### config.mk
export PLATFORM = sky130hd
export DESIGN_NAME = aic_input_cond
export DESIGN_NICKNAME = d
export VERILOG_FILES = /design/src/common/aic_pkg.sv /design/src/verilog/aic_input_cond.sv /design/src/verilog/aic_digit_fmt.sv
export VERILOG_INCLUDE_DIRS = /design/src /design/src/common
export SDC_FILE = /design/constraint.sdc
export NUM_CORES = 2
export LEC_CHECK = 0
export BUFFER_PORTS_ARGS = -buffer_cell sky130_fd_sc_hd__buf_2
export CAP_MARGIN = 20
export CORE_MARGIN = 4
export CORE_UTILIZATION = 45
export DETAILED_ROUTE_END_ITERATION = 8
export GPL_ROUTABILITY_DRIVEN = 0
export PLACE_DENSITY = 0.63
export SYNTH_ARGS = -nofsm -noshare
export SYNTH_HDL_FRONTEND = slang
export SYNTH_SLANG_ARGS = --single-unit
### constraint.sdc
create_clock -name clk -period 23.5 [get_ports clk]
set_input_delay 1.175 -clock clk [delete_from_list [all_inputs] [get_ports clk]]
set_output_delay 1.175 -clock clk [all_outputs]
set_load 0.05 [all_outputs]
### src/common/aic_map.svh
// offsets, field positions, reset values and timing counts of the block
`ifndef AIC_MAP_SVH
`define AIC_MAP_SVH

// register byte offsets
`define AIC_OFS_CTRL 8'h00
`define AIC_OFS_POLARITY 8'h04
`define AIC_OFS_RANGE_MIN 8'h08
`define AIC_OFS_RANGE_MAX 8'h0C
`define AIC_OFS_ACK 8'h10
`define AIC_OFS_STATUS 8'h14
`define AIC_OFS_FILTERED 8'h18
`define AIC_OFS_DISPLAY 8'h1C
`define AIC_OFS_IRQ_STAT 8'h20
`define AIC_OFS_IRQ_MASK 8'h24
`define AIC_OFS_DELAY0 8'h40
`define AIC_OFS_DELAY6 8'h58

// control register fields
`define AIC_CTRL_MODE_LSB 0
`define AIC_CTRL_SELF_ACK 2
`define AIC_CTRL_FILT_LSB 3
`define AIC_CTRL_DIGITS_LSB 6

// reset values and the delay minimum
`define AIC_RST_FILT 3'h3
`define AIC_RST_DIGITS 3'h4
`define AIC_RST_RANGE_MIN 16'h0000
`define AIC_RST_RANGE_MAX 16'h7FFF
`define AIC_RST_DELAY_SHORT 16'h0014
`define AIC_RST_DELAY_LONG 16'h0032
`define AIC_DELAY_MIN 16'h0008

// timing: delays count in 10 ms ticks, the filter samples every 20 ms
`define AIC_CLK_PERIOD_NS 25
`define AIC_TICK_NS 10000000
`define AIC_FILT_PERIOD_NS 20000000
`define AIC_FILT_TICKS (`AIC_FILT_PERIOD_NS / `AIC_TICK_NS)

// display digit codes, digit count and input count
`define AIC_CODE_MINUS 4'hA
`define AIC_CODE_BLANK 4'hF
`define AIC_NUM_DIGITS 6
`define AIC_NUM_INPUTS 7

`endif

### src/common/aic_pkg.sv
// types shared by the conditioning block and its display formatter
package aic_pkg;

  typedef enum logic [1:0]
  {
    AIC_WB_OFF = 2'h0,
    AIC_WB_HIGH = 2'h1,
    AIC_WB_LOW = 2'h2,
    AIC_WB_HIGH_LOW = 2'h3
  } aic_wb_mode_type;

  typedef enum logic [2:0]
  {
    AIC_FMT_IDLE = 3'b001,
    AIC_FMT_CONV = 3'b010,
    AIC_FMT_PLACE = 3'b100
  } aic_fmt_state_type;

endpackage

### src/verilog/aic_input_cond.sv
// analog and binary input conditioning with register port and interrupt
`timescale 1ns/1ps
`include "aic_map.svh"

module aic_input_cond
#(
  parameter int TICK_CYCLES = `AIC_TICK_NS / `AIC_CLK_PERIOD_NS
)
(
  // clock and reset
  input wire logic clk,
  input wire logic sys_rst,
  input wire logic clk_en,
  // register port
  input wire logic [7:0] reg_addr,
  input wire logic [31:0] reg_wdata,
  input wire logic reg_wr,
  input wire logic reg_rd,
  output logic [31:0] reg_rdata,
  // analog sample, same clock domain
  input wire logic signed [15:0] analog_sample,
  input wire logic analog_valid,
  // binary input pins
  input wire logic [6:0] binary_input,
  // conditioned results
  output logic wire_break_alarm,
  output logic [6:0] binary_active,
  output logic lock_monitor_alarm,
  output logic external_ack,
  output logic system_b_breaker_open,
  output logic signed [15:0] display_value,
  output logic [23:0] display_digits,
  output logic irq
);

  localparam int NI = `AIC_NUM_INPUTS;

  // configuration
  aic_pkg::aic_wb_mode_type mode_reg;
  logic self_ack_reg;
  logic [2:0] filt_reg;
  logic [2:0] digits_reg;
  logic [6:0] pol_reg;
  logic signed [15:0] min_reg;
  logic signed [15:0] max_reg;
  logic [15:0] delay_reg [NI];
  logic [7:0] irq_stat_reg;
  logic [7:0] irq_mask_reg;

  // datapath state
  logic [18:0] tick_cnt_reg;
  logic tick_reg;
  logic filt_tick_reg;
  logic signed [15:0] sample_reg;
  logic signed [23:0] acc_reg;
  logic [6:0] sync1_reg;
  logic [6:0] sync2_reg;
  logic [15:0] cnt_reg [NI];
  logic [23:0] fmt_digits;

  logic [6:0] cond_level;
  logic [6:0] act_next;
  logic brk;
  logic self_ack_eff;
  logic man_ack;
  logic wr_ctrl;
  logic [7:0] irq_events;

  function automatic logic aic_brk(input aic_pkg::aic_wb_mode_type m,
    input logic signed [15:0] x, input logic signed [15:0] lo,
    input logic signed [15:0] hi);
    logic over;
    logic under;
    over = x > hi;
    under = x < lo;
    unique case (m)
      aic_pkg::AIC_WB_OFF: aic_brk = 1'b0;
      aic_pkg::AIC_WB_HIGH: aic_brk = over;
      aic_pkg::AIC_WB_LOW: aic_brk = under;
      aic_pkg::AIC_WB_HIGH_LOW: aic_brk = over | under;
    endcase
  endfunction

  function automatic logic signed [23:0] aic_filt_step(
    input logic signed [23:0] acc, input logic signed [15:0] x,
    input logic [2:0] n);
    logic signed [24:0] diff;
    logic signed [24:0] step;
    // sign-extend the scaled sample, a plain concat would be unsigned
    diff = 25'($signed({x, 8'h00})) - 25'(acc);
    step = diff >>> (n - 3'h1);
    aic_filt_step = acc + step[23:0];
  endfunction

  assign brk = aic_brk(mode_reg, sample_reg, min_reg, max_reg);
  assign self_ack_eff = self_ack_reg && (mode_reg != aic_pkg::AIC_WB_OFF);
  assign man_ack = reg_wr && reg_addr == `AIC_OFS_ACK && reg_wdata[0];
  assign wr_ctrl = reg_wr && reg_addr == `AIC_OFS_CTRL;
  assign cond_level = sync2_reg ^ pol_reg;

  always_comb
  begin
    for (int i = 0; i < NI; i++)
      act_next[i] = cond_level[i] && cnt_reg[i] >= delay_reg[i];
  end

  assign irq_events = {act_next & ~binary_active,
    brk & ~wire_break_alarm};

  assign lock_monitor_alarm = binary_active[0];
  assign external_ack = binary_active[1];
  assign system_b_breaker_open = binary_active[2];
  assign display_digits = fmt_digits;

  // configuration registers
  always_ff @(posedge clk or posedge sys_rst)
  begin
    if (sys_rst)
    begin
      mode_reg <= aic_pkg::AIC_WB_OFF;
      self_ack_reg <= 1'b0;
      filt_reg <= `AIC_RST_FILT;
      digits_reg <= `AIC_RST_DIGITS;
      pol_reg <= 7'h00;
      min_reg <= `AIC_RST_RANGE_MIN;
      max_reg <= `AIC_RST_RANGE_MAX;
      irq_mask_reg <= 8'h00;
      for (int i = 0; i < NI; i++)
        delay_reg[i] <= (i == 0 || i == 3) ? `AIC_RST_DELAY_SHORT
                                           : `AIC_RST_DELAY_LONG;
    end
    else if (clk_en && reg_wr)
    begin
      if (wr_ctrl)
      begin
        mode_reg <= aic_pkg::aic_wb_mode_type'(
          reg_wdata[`AIC_CTRL_MODE_LSB +: 2]);
        self_ack_reg <= reg_wdata[`AIC_CTRL_SELF_ACK];
        // settings above 5 are not a valid filter step
        if (reg_wdata[`AIC_CTRL_FILT_LSB +: 3] <= 3'h5)
          filt_reg <= reg_wdata[`AIC_CTRL_FILT_LSB +: 3];
        digits_reg <= reg_wdata[`AIC_CTRL_DIGITS_LSB +: 3];
      end
      if (reg_addr == `AIC_OFS_POLARITY)
        pol_reg <= reg_wdata[6:0];
      if (reg_addr == `AIC_OFS_RANGE_MIN)
        min_reg <= reg_wdata[15:0];
      if (reg_addr == `AIC_OFS_RANGE_MAX)
        max_reg <= reg_wdata[15:0];
      if (reg_addr == `AIC_OFS_IRQ_MASK)
        irq_mask_reg <= reg_wdata[7:0];
      for (int i = 0; i < NI; i++)
      begin
        // delays below the shortest legal setting are raised to it
        if (reg_addr == 8'(`AIC_OFS_DELAY0 + 4 * i))
          delay_reg[i] <= (reg_wdata[15:0] < `AIC_DELAY_MIN) ?
            `AIC_DELAY_MIN : reg_wdata[15:0];
      end
    end
  end

  // 10 ms tick and 20 ms filter tick
  always_ff @(posedge clk or posedge sys_rst)
  begin
    if (sys_rst)
    begin
      tick_cnt_reg <= 19'h0_0000;
      tick_reg <= 1'b0;
      filt_tick_reg <= 1'b0;
    end
    else if (clk_en)
    begin
      tick_reg <= tick_cnt_reg == 19'(TICK_CYCLES - 1);
      if (tick_cnt_reg == 19'(TICK_CYCLES - 1))
        tick_cnt_reg <= 19'h0_0000;
      else
        tick_cnt_reg <= tick_cnt_reg + 19'h0_0001;
      if (tick_reg)
        filt_tick_reg <= ~filt_tick_reg;
    end
  end

  // analog path
  always_ff @(posedge clk or posedge sys_rst)
  begin
    if (sys_rst)
    begin
      sample_reg <= 16'sh0000;
      acc_reg <= 24'sh00_0000;
      display_value <= 16'sh0000;
    end
    else if (clk_en)
    begin
      if (analog_valid)
        sample_reg <= analog_sample;
      if (filt_reg == 3'h0)
        acc_reg <= {sample_reg, 8'h00};
      else if (tick_reg && filt_tick_reg)
        acc_reg <= aic_filt_step(acc_reg, sample_reg, filt_reg);
      display_value <= acc_reg[23:8];
    end
  end

  // wire-break alarm latch; a new break wins over any clear
  always_ff @(posedge clk or posedge sys_rst)
  begin
    if (sys_rst)
      wire_break_alarm <= 1'b0;
    else if (clk_en)
    begin
      if (mode_reg == aic_pkg::AIC_WB_OFF)
        wire_break_alarm <= 1'b0;
      else if (brk)
        wire_break_alarm <= 1'b1;
      else if (self_ack_eff)
        wire_break_alarm <= 1'b0;
      else if (man_ack || binary_active[1])
        wire_break_alarm <= 1'b0;
    end
  end

  // binary inputs: pins cross in through two flops
  always_ff @(posedge clk or posedge sys_rst)
  begin
    if (sys_rst)
    begin
      sync1_reg <= 7'h00;
      sync2_reg <= 7'h00;
      binary_active <= 7'h00;
      for (int i = 0; i < NI; i++)
        cnt_reg[i] <= 16'h0000;
    end
    else if (clk_en)
    begin
      sync1_reg <= binary_input;
      sync2_reg <= sync1_reg;
      binary_active <= act_next;
      for (int i = 0; i < NI; i++)
      begin
        if (!cond_level[i])
          cnt_reg[i] <= 16'h0000;
        else if (tick_reg && cnt_reg[i] < delay_reg[i])
          cnt_reg[i] <= cnt_reg[i] + 16'h0001;
      end
    end
  end

  // interrupt status, write one to clear, set wins
  always_ff @(posedge clk or posedge sys_rst)
  begin
    if (sys_rst)
    begin
      irq_stat_reg <= 8'h00;
      irq <= 1'b0;
    end
    else if (clk_en)
    begin
      if (reg_wr && reg_addr == `AIC_OFS_IRQ_STAT)
        irq_stat_reg <= (irq_stat_reg & ~reg_wdata[7:0]) | irq_events;
      else
        irq_stat_reg <= irq_stat_reg | irq_events;
      irq <= |(irq_stat_reg & irq_mask_reg);
    end
  end

  // read data, one cycle after the strobe
  always_ff @(posedge clk or posedge sys_rst)
  begin
    if (sys_rst)
      reg_rdata <= 32'h0000_0000;
    else if (clk_en)
    begin
      reg_rdata <= 32'h0000_0000;
      if (reg_rd)
      begin
        unique case (reg_addr)
          `AIC_OFS_CTRL: reg_rdata <= 32'({digits_reg, filt_reg,
            self_ack_reg, mode_reg});
          `AIC_OFS_POLARITY: reg_rdata <= 32'(pol_reg);
          `AIC_OFS_RANGE_MIN: reg_rdata <= 32'($unsigned(min_reg));
          `AIC_OFS_RANGE_MAX: reg_rdata <= 32'($unsigned(max_reg));
          `AIC_OFS_STATUS: reg_rdata <= 32'({binary_active, brk,
            wire_break_alarm});
          `AIC_OFS_FILTERED: reg_rdata <= 32'($unsigned(display_value));
          `AIC_OFS_DISPLAY: reg_rdata <= 32'(fmt_digits);
          `AIC_OFS_IRQ_STAT: reg_rdata <= 32'(irq_stat_reg);
          `AIC_OFS_IRQ_MASK: reg_rdata <= 32'(irq_mask_reg);
          default:
          begin
            if (reg_addr >= `AIC_OFS_DELAY0 && reg_addr <= `AIC_OFS_DELAY6
                && reg_addr[1:0] == 2'h0)
              reg_rdata <= 32'(delay_reg[3'(reg_addr[4:2])]);
          end
        endcase
      end
    end
  end

  // display refresh once per filter period
  aic_digit_fmt u_fmt
  (
    .clk(clk),
    .sys_rst(sys_rst),
    .clk_en(clk_en),
    .start(tick_reg && filt_tick_reg),
    .value(display_value),
    .num_digits(digits_reg),
    .digits(fmt_digits),
    .done()
  );
endmodule // aic_input_cond

### src/verilog/aic_digit_fmt.sv
// fixed-digit display formatter for the conditioned value
`timescale 1ns/1ps
`include "aic_map.svh"

module aic_digit_fmt
(
  // clock and reset
  input wire logic clk,
  input wire logic sys_rst,
  input wire logic clk_en,
  // value in
  input wire logic start,
  input wire logic signed [15:0] value,
  input wire logic [2:0] num_digits,
  // digits out, position 0 rightmost
  output logic [23:0] digits,
  output logic done
);

  aic_pkg::aic_fmt_state_type state_reg;
  logic [16:0] mag_reg;
  logic neg_reg;
  logic [2:0] pos_reg;
  logic [23:0] work_reg;
  logic [2:0] ndig_reg;
  logic [3:0] lead_pos;
  logic [3:0] nd_eff;

  always_comb
  begin
    nd_eff = (ndig_reg == 3'h0) ? 4'h1 :
      ((ndig_reg > 3'h6) ? 4'h6 : {1'b0, ndig_reg});
    lead_pos = nd_eff - 4'h1;
  end

  always_ff @(posedge clk or posedge sys_rst)
  begin
    if (sys_rst)
    begin
      state_reg <= aic_pkg::AIC_FMT_IDLE;
      mag_reg <= 17'h0_0000;
      neg_reg <= 1'b0;
      pos_reg <= 3'h0;
      work_reg <= 24'h00_0000;
      ndig_reg <= 3'h1;
      digits <= {`AIC_NUM_DIGITS{`AIC_CODE_BLANK}};
      done <= 1'b0;
    end
    else if (clk_en)
    begin
      done <= 1'b0;
      unique case (state_reg)
        aic_pkg::AIC_FMT_IDLE:
        begin
          if (start)
          begin
            neg_reg <= value[15];
            mag_reg <= value[15] ? 17'(-{value[15], value})
                                 : {1'b0, value};
            ndig_reg <= num_digits;
            pos_reg <= 3'h0;
            work_reg <= {`AIC_NUM_DIGITS{`AIC_CODE_BLANK}};
            state_reg <= aic_pkg::AIC_FMT_CONV;
          end
        end
        aic_pkg::AIC_FMT_CONV:
        begin
          // leading zeros blanked, but the ones digit always shows
          if (mag_reg != 17'h0_0000 || pos_reg == 3'h0)
            work_reg[pos_reg*4 +: 4] <= 4'(mag_reg % 17'd10);
          mag_reg <= mag_reg / 17'd10;
          pos_reg <= pos_reg + 3'h1;
          if (pos_reg == 3'(`AIC_NUM_DIGITS - 1))
            state_reg <= aic_pkg::AIC_FMT_PLACE;
        end
        aic_pkg::AIC_FMT_PLACE:
        begin
          for (int i = 0; i < `AIC_NUM_DIGITS; i++)
          begin
            if (4'(i) > lead_pos)
              digits[i*4 +: 4] <= `AIC_CODE_BLANK;
            else if (neg_reg && 4'(i) == lead_pos)
              digits[i*4 +: 4] <= `AIC_CODE_MINUS;
            else
              digits[i*4 +: 4] <= work_reg[i*4 +: 4];
          end
          done <= 1'b1;
          state_reg <= aic_pkg::AIC_FMT_IDLE;
        end
      endcase
    end
  end
endmodule // aic_digit_fmt

Word-level counts from Yosys, hierarchy flattened
Cells that the tools add are included.
{"block": "word_totals", "regBits": 495, "out_inout_bits": 84, "inputBits": 69}
{"block": "op_classes", "bitwise": 13, "n_eq_ne": 39, "n_reduce_logical": 73, "muxes": 56, "n_lt_le_gt_ge": 28, "addsub": 15, "div_mod_pow": 2, "shifts": 3}
{"operator": "2-to-1 mux 16 bit", "count": 18}
{"operator": "case mux 24 bit (9 select lines)", "count": 1}
{"operator": "< comparator 16 bit", "count": 8}
{"operator": "2-to-1 mux 24 bit", "count": 5}
{"operator": "adder 16 x 1 -> 16 bit (second input constant)", "count": 7}
{"operator": ">= comparator 16 bit", "count": 7}
{"operator": "equality test 8 x 7 -> 1 bit (second input constant)", "count": 7}
{"operator": "2-to-1 mux 4 bit", "count": 13}
{"operator": "binary-select mux 16 bit (select 3 bit)", "count": 1}
{"operator": "case mux 24 bit (2 select lines)", "count": 1}
{"operator": "AND reduction 2 bit", "count": 24}
{"operator": "2-to-1 mux 17 bit", "count": 2}
{"operator": "negation 5 -> 34 bit", "count": 1}
{"operator": "case mux 17 bit (2 select lines)", "count": 1}
{"operator": "variable shift 4 x 34 -> 24 bit (first input constant)", "count": 1}
{"operator": "variable part select 4 x 34 -> 24 bit", "count": 1}
{"operator": "equality test 8 x 5 -> 1 bit (second input constant)", "count": 4}
{"operator": "logical AND 1 bit", "count": 29}
{"operator": ">>> shifter 25 x 3 -> 24 bit", "count": 1}
{"operator": "subtractor 24 x 24 -> 25 bit", "count": 1}
{"operator": "adder 24 bit", "count": 1}
{"operator": "bitwise mux 24 bit", "count": 1}
{"operator": "!= test 2 x 1 -> 1 bit (second input constant)", "count": 10}
{"operator": "adder 19 x 1 -> 19 bit (second input constant)", "count": 1}
{"operator": "56 further kinds", "count": 83}

Logic depth before layout (Yosys ltp)
{"block": "depth", "ltp_word": 8, "mapped_depth": 28, "mapped_depth_nobuf": 28}

Hierarchy
From an unflattened synthesis, not the netlist that was laid out.
{"block": "unflattened", "cells_unflattened": 3466, "hier_area_um2": 31846.8}
{"module": "aic_input_cond", "n_inst": 1, "seq_area_each_um2": 10356.2, "cells_per_inst": 2706, "area_each_um2": 25784.7}
{"module": "aic_digit_fmt", "n_inst": 1, "seq_area_each_um2": 1934.4, "cells_per_inst": 760, "area_each_um2": 6062.1}

Worst setup path before layout
No wires, ideal clock.
{"block": "synth_timing", "kind": "register to register", "start": "register filt_reg[0]", "end": "register acc_reg[23]", "path_slack_ps": 17664, "t_arrival_ps": 5710, "setup_ps": 126, "t_required_ps": 23374, "path_stages_with_launch": 26, "synth_period_minus_slack_ps": 5836, "path_cell_list": "dfstp_2 -> clkbuf_1 -> inv_2 -> buf_1 -> ha_1 -> clkbuf_1 -> buf_1 -> a21oi_1 -> o21a_1 -> ha_1 -> a21o_1 -> a21oi_1 -> o21ai_0 -> a21oi_1 -> o21ai_0 -> a21oi_1 -> nand2b_1 -> a21oi_1 -> o41ai_1 -> o21a_1 -> a21oi_1 -> a41o_1 -> o41ai_1 -> o21ai_0 -> xnor3_1 -> a2bb2oi_1"}
{"block": "synth_between", "elab_chain_cells": 5, "elab_cells_between_ends": 8, "cone_classes": "add/sub (2); shift (1); mux (2); reduce/logical (3)"}
{"item": "start, declared", "line": "aic_input_cond.sv:41", "text": "logic [2:0] filt_reg;"}
{"item": "start signal, assigned", "line": "aic_input_cond.sv:122", "text": "filt_reg <= `AIC_RST_FILT;"}
{"item": "start signal, assigned", "line": "aic_input_cond.sv:141", "text": "filt_reg <= reg_wdata[`AIC_CTRL_FILT_LSB +: 3];"}
{"item": "subtractor 3 x 1 -> 3 bit", "line": "aic_input_cond.sv:91", "text": "step = diff >>> (n - 3'h1);"}
{"item": ">>> shifter 25 x 3 -> 24 bit", "line": "aic_input_cond.sv:91"}
{"item": "adder 24 bit", "line": "aic_input_cond.sv:92", "text": "aic_filt_step = acc + step[23:0];"}
{"item": "2-to-1 mux 24 bit", "line": "aic_input_cond.sv:198", "text": "else if (tick_reg && filt_tick_reg)"}
{"item": "2-to-1 mux 24 bit", "line": "aic_input_cond.sv:196", "text": "if (filt_reg == 3'h0)"}
{"item": "end signal, assigned", "line": "aic_input_cond.sv:197", "text": "acc_reg <= {sample_reg, 8'h00};"}
{"item": "end signal, assigned", "line": "aic_input_cond.sv:199", "text": "acc_reg <= aic_filt_step(acc_reg, sample_reg, filt_reg);"}
{"item": "end, declared", "line": "aic_input_cond.sv:55", "text": "logic signed [23:0] acc_reg;"}
Parallel ways exist; a longest one is shown, timed or not. The select of a mux whose other input is x is not followed.
A chain may end at the register's enable or synchronous reset.

Final worst setup path
{"block": "layout_timing", "start": "register u_fmt.mag_reg[16]", "end": "register u_fmt.work_reg[6]"}
{"block": "layout_between", "elab_chain_cells": 5, "elab_cells_between_ends": 9, "cone_classes": "div (1); eq/ne (1); shift (1); mux (3); reduce/logical (3)"}
{"item": "start, declared", "line": "aic_digit_fmt.sv:21", "text": "logic [16:0] mag_reg;"}
{"item": "start signal, assigned", "line": "aic_digit_fmt.sv:58", "text": "mag_reg <= value[15] ? 17'(-{value[15], value})"}
{"item": "start signal, assigned", "line": "aic_digit_fmt.sv:71", "text": "mag_reg <= mag_reg / 17'd10;"}
{"item": "modulo 17 x 4 -> 17 bit", "line": "aic_digit_fmt.sv:70", "text": "work_reg[pos_reg*4 +: 4] <= 4'(mag_reg % 17'd10);"}
{"item": "variable part select 4 x 34 -> 24 bit", "line": "aic_digit_fmt.sv:70"}
{"item": "bitwise mux 24 bit", "line": "aic_digit_fmt.sv:70"}
{"item": "2-to-1 mux 24 bit", "line": "aic_digit_fmt.sv:69", "text": "if (mag_reg != 17'h0_0000 || pos_reg == 3'h0)"}
{"item": "case mux 24 bit (2 select lines)", "line": "aic_digit_fmt.sv:52", "text": "unique case (state_reg)"}
{"item": "end signal, assigned", "line": "aic_digit_fmt.sv:62", "text": "work_reg <= {`AIC_NUM_DIGITS{`AIC_CODE_BLANK}};"}
{"item": "end signal, assigned by index", "line": "aic_digit_fmt.sv:70"}
{"item": "end, declared", "line": "aic_digit_fmt.sv:24", "text": "logic [23:0] work_reg;"}
Parallel ways exist; a longest one is shown, timed or not. The select of a mux whose other input is x is not followed.

==> results.cfg <==
[logic_synthesis]
synth_edf_count = 0
yosys_warnings = 0
syn_avg_cell_area_um2 = 9.19
synthFlopType = dfrtp_1
ys_types = 103
async_flop_share_pct = 100
syn-cell-area_mm2 = 0.0306
seq_area_frac_synth_pct = 40.0
syn_inst = 3333
synth.ff_latch_count = 487

[pwr]
p_clk_share_pct = 22.8
p_sw_mw = 1.74
seq_power_share_pct = 29.1
sw_frac_of_total_pct = 44.0
combPwrFrac_pct = 48.2
internal_power_mw = 2.21
ir_drop_v = 0.000241
p_leak_nw = 15.5
totalPowerFinal_mw = 3.95
pwr_density_cell_mw_per_mm2 = 116

[sta]
min_period_ns = 7.14
relSlewSlack_pct = 33.6
fmax_mhz = 140
period_share_pct = 30.4
finClkSkew_ns = 0.0341
rsz0062_at_grt = false
slew_viol_final = 0
setup_violations = 0
finalHoldViolCount = 0
fin_ws_ns = 16.36
setup_tns_ns = 0
worst_slew_pin_slew_ns = 0.992

[min_path]
hold_class = flop to flop

[global_routing]
gr-usage-met2_pct = 39.2
grt_pass1_wl_um = 139000
busiest_layer = met2
grt_use_met1_pct = 34.3
grtUsageMet3_pct = 4.73
grt_pass1_vias = 23900
grt_max_degree = 96
grt_usage_pct = 24.5
antenna_found_initial = 7
grt.overflow.total = 0

[status]
run_status = finished clean

[setup_path]
crit_required_ns = 23.98
reg2regPathDepth = 20
cp-end-kind = flop
arrival_ns = 7.62
setup.worst_path.start_class = flop
cp-startpoint = u_fmt.mag_reg[16]$_DFFE_PP0P_
slowest_stage = dfrtp_1
cp_cell_sequence = nand2b_1, a311oi_1, a32oi_1, nor2_1, nor4_1, a31o_2, or3_4, a32oi_2, nand3_2, o31ai_2, mux2_2, a32oi_1, o211a_1, xnor2_1, ha_1, a21o_1, a311oi_1, a211oi_1, nor4_4, o31ai_1
worst-path-buf-inv = 0
cp_max_fo = 22
r2r_slack_ns = 16.36
r2r_end = u_fmt.work_reg[6]$_DFFE_PP0P_
slowest_delay_ns = 0.78
timing.rr.start = u_fmt.mag_reg[16]$_DFFE_PP0P_
crit_cells = 20
path_delay_family = compound AO/OA/AOI/OAI gates
endpoint = u_fmt.work_reg[6]$_DFFE_PP0P_
critPathKind = flop to flop

[clock_tree]
cts.repair.resized = 0
cts_buffers = 57
cts_sinks = 487
clk_pin_slew_ns = 0.06
clock_latency_ns = 0.64
hold_buffers = 0
root_buffer = clkbuf_16
clockBufferDepth = 3
h-tree-depth = 2
post_cts_buffers = 0
tritoncts = done

[cells_and_area]
fill_cells = 6339
areaGrowthSynthToFinish_pct = 10.7
drive_gt1_share_pct = 15.0
layout.cells.non_filler = 4325
final_core_util_pct = 50.4
nets = 3674

[die]
die_area_mm2 = 0.0723
die_w_um = 269
initial_core_util_pct = 45.5
coreArea_mm2 = 0.0673
rows = 95
io_pins = 153
die_h_um = 269

[job]
maxCapViolCount = 0

[detailed_routing]
drtAntennaViolNets = 0
drt-wirelength-per-cell_um = 20.7
drtIter0Drc = 2182
first_pass_iters = 5
vias = 25300
vias_per_cell = 5.85
routed_wl_um = 89400
post-route-drc-count = 0

[placed_design]
place_inst = 4211
portBuffers = 128
dpl.hpwl_um = 65600
place_ws_ns = 16.05
through the flow:
stage | hold WS [ns] | instance area, um2
2_1_floorplan | 0.446 | 30700
3_3_place_gp | 0.458 | 32000
3_5_place_dp | 0.466 | 32000
4_1_cts | 0.480 | 33900
5_1_grt | 0.497 | 33900
6_report | 0.475 | 33900
cell type report:
cell class	instances	area (um2)	area share (%)
antenna	5	12.5	0.0369
clock buffer	89	1700	5.00
clock inverter	17	203	0.598
inverter	244	923	2.72
multi-input combinational	2449	16800	49.6
sequential	487	12300	36.2
tap	873	1090	3.22
timing repair buffer	161	908	2.68
worst min-delay path by stage:
stage / start / to / cells past startpoint
2_1_floorplan: tick_cnt_reg[4]$_DFFE_PP0P_ / tick_cnt_reg[4]$_DFFE_PP0P_ / 1
5_1_grt: reg_rdata[4]$_DFFE_PP0P_ / reg_rdata[4]$_DFFE_PP0P_ / 1
3_3_place_gp: reg_rdata[14]$_DFFE_PP0P_ / reg_rdata[14]$_DFFE_PP0P_ / 1
6_report: tick_cnt_reg[4]$_DFFE_PP0P_ / tick_cnt_reg[4]$_DFFE_PP0P_ / 1
3_5_place_dp: reg_rdata[5]$_DFFE_PP0P_ / reg_rdata[5]$_DFFE_PP0P_ / 1
4_1_cts: tick_cnt_reg[4]$_DFFE_PP0P_ / tick_cnt_reg[4]$_DFFE_PP0P_ / 1
per-layer routing:
metal	routed length (um)	up-vias
met5	31	-
met4	2510	6
met3	6570	147
met2	40400	730
met1	39800	12300
li1	-	12100
power groups by stage:
stage          logic (mW)  registers [mW]  clock network [mW]
2_1_floorplan        1.42            1.16                   0
3_3_place_gp         1.86            1.16                   0
3_5_place_dp         1.87            1.16                   0
4_1_cts              1.88            1.14               0.917
5_1_grt              2.10            1.16               0.951
6_report             1.90            1.15               0.899
cell usage after synthesis (45+ instances only):
master,instances,share of area [%]
mux2i_1,45,1.5
nand3_1,79,1.3
dfstp_2,63,5.4
dfrtp_1,424,35
clkbuf_1,121,1.5
mux2_2,141,5.2
a21o_1,65,1.6
xnor2_1,72,2.1
nand4_1,63,1.3
inv_1,239,2.9
nor2_1,258,3.2
nor3_1,54,0.88
a21oi_1,170,2.8
ha_1,204,8.3
o21ai_0,253,4.1
nand2_1,360,4.4
xor2_1,87,2.5
kinds of logic after synthesis:
logic type | synth area share, %
AOI/OAI and AO/OA | 17.5
xor gates and xnor gates | 4.62
adders and majority gates | 8.43
buffers and inverters | 5.20
DFF | 40.0
muxes | 7.91
other | 0.0122
and+or+nand+nor | 16.2
placed cells by master (no fill, tap or decap), drive strengths merged, types with 33 or more instances in the layout:
master	instances
o21ai	262
nand2b	33
nand3	80
or3	41
mux2	141
buf	160
and3	34
a21oi	170
nor2	258
clkbuf	90
a21o	66
nand4	64
xor2	87
o211ai	44
dfstp	63
a31oi	33
nand2	360
nor3	55
dfrtp	424
inv	244
xnor2	72
ha	204
mux2i	45
Note: power is estimated with default switching activity, not from simulation.
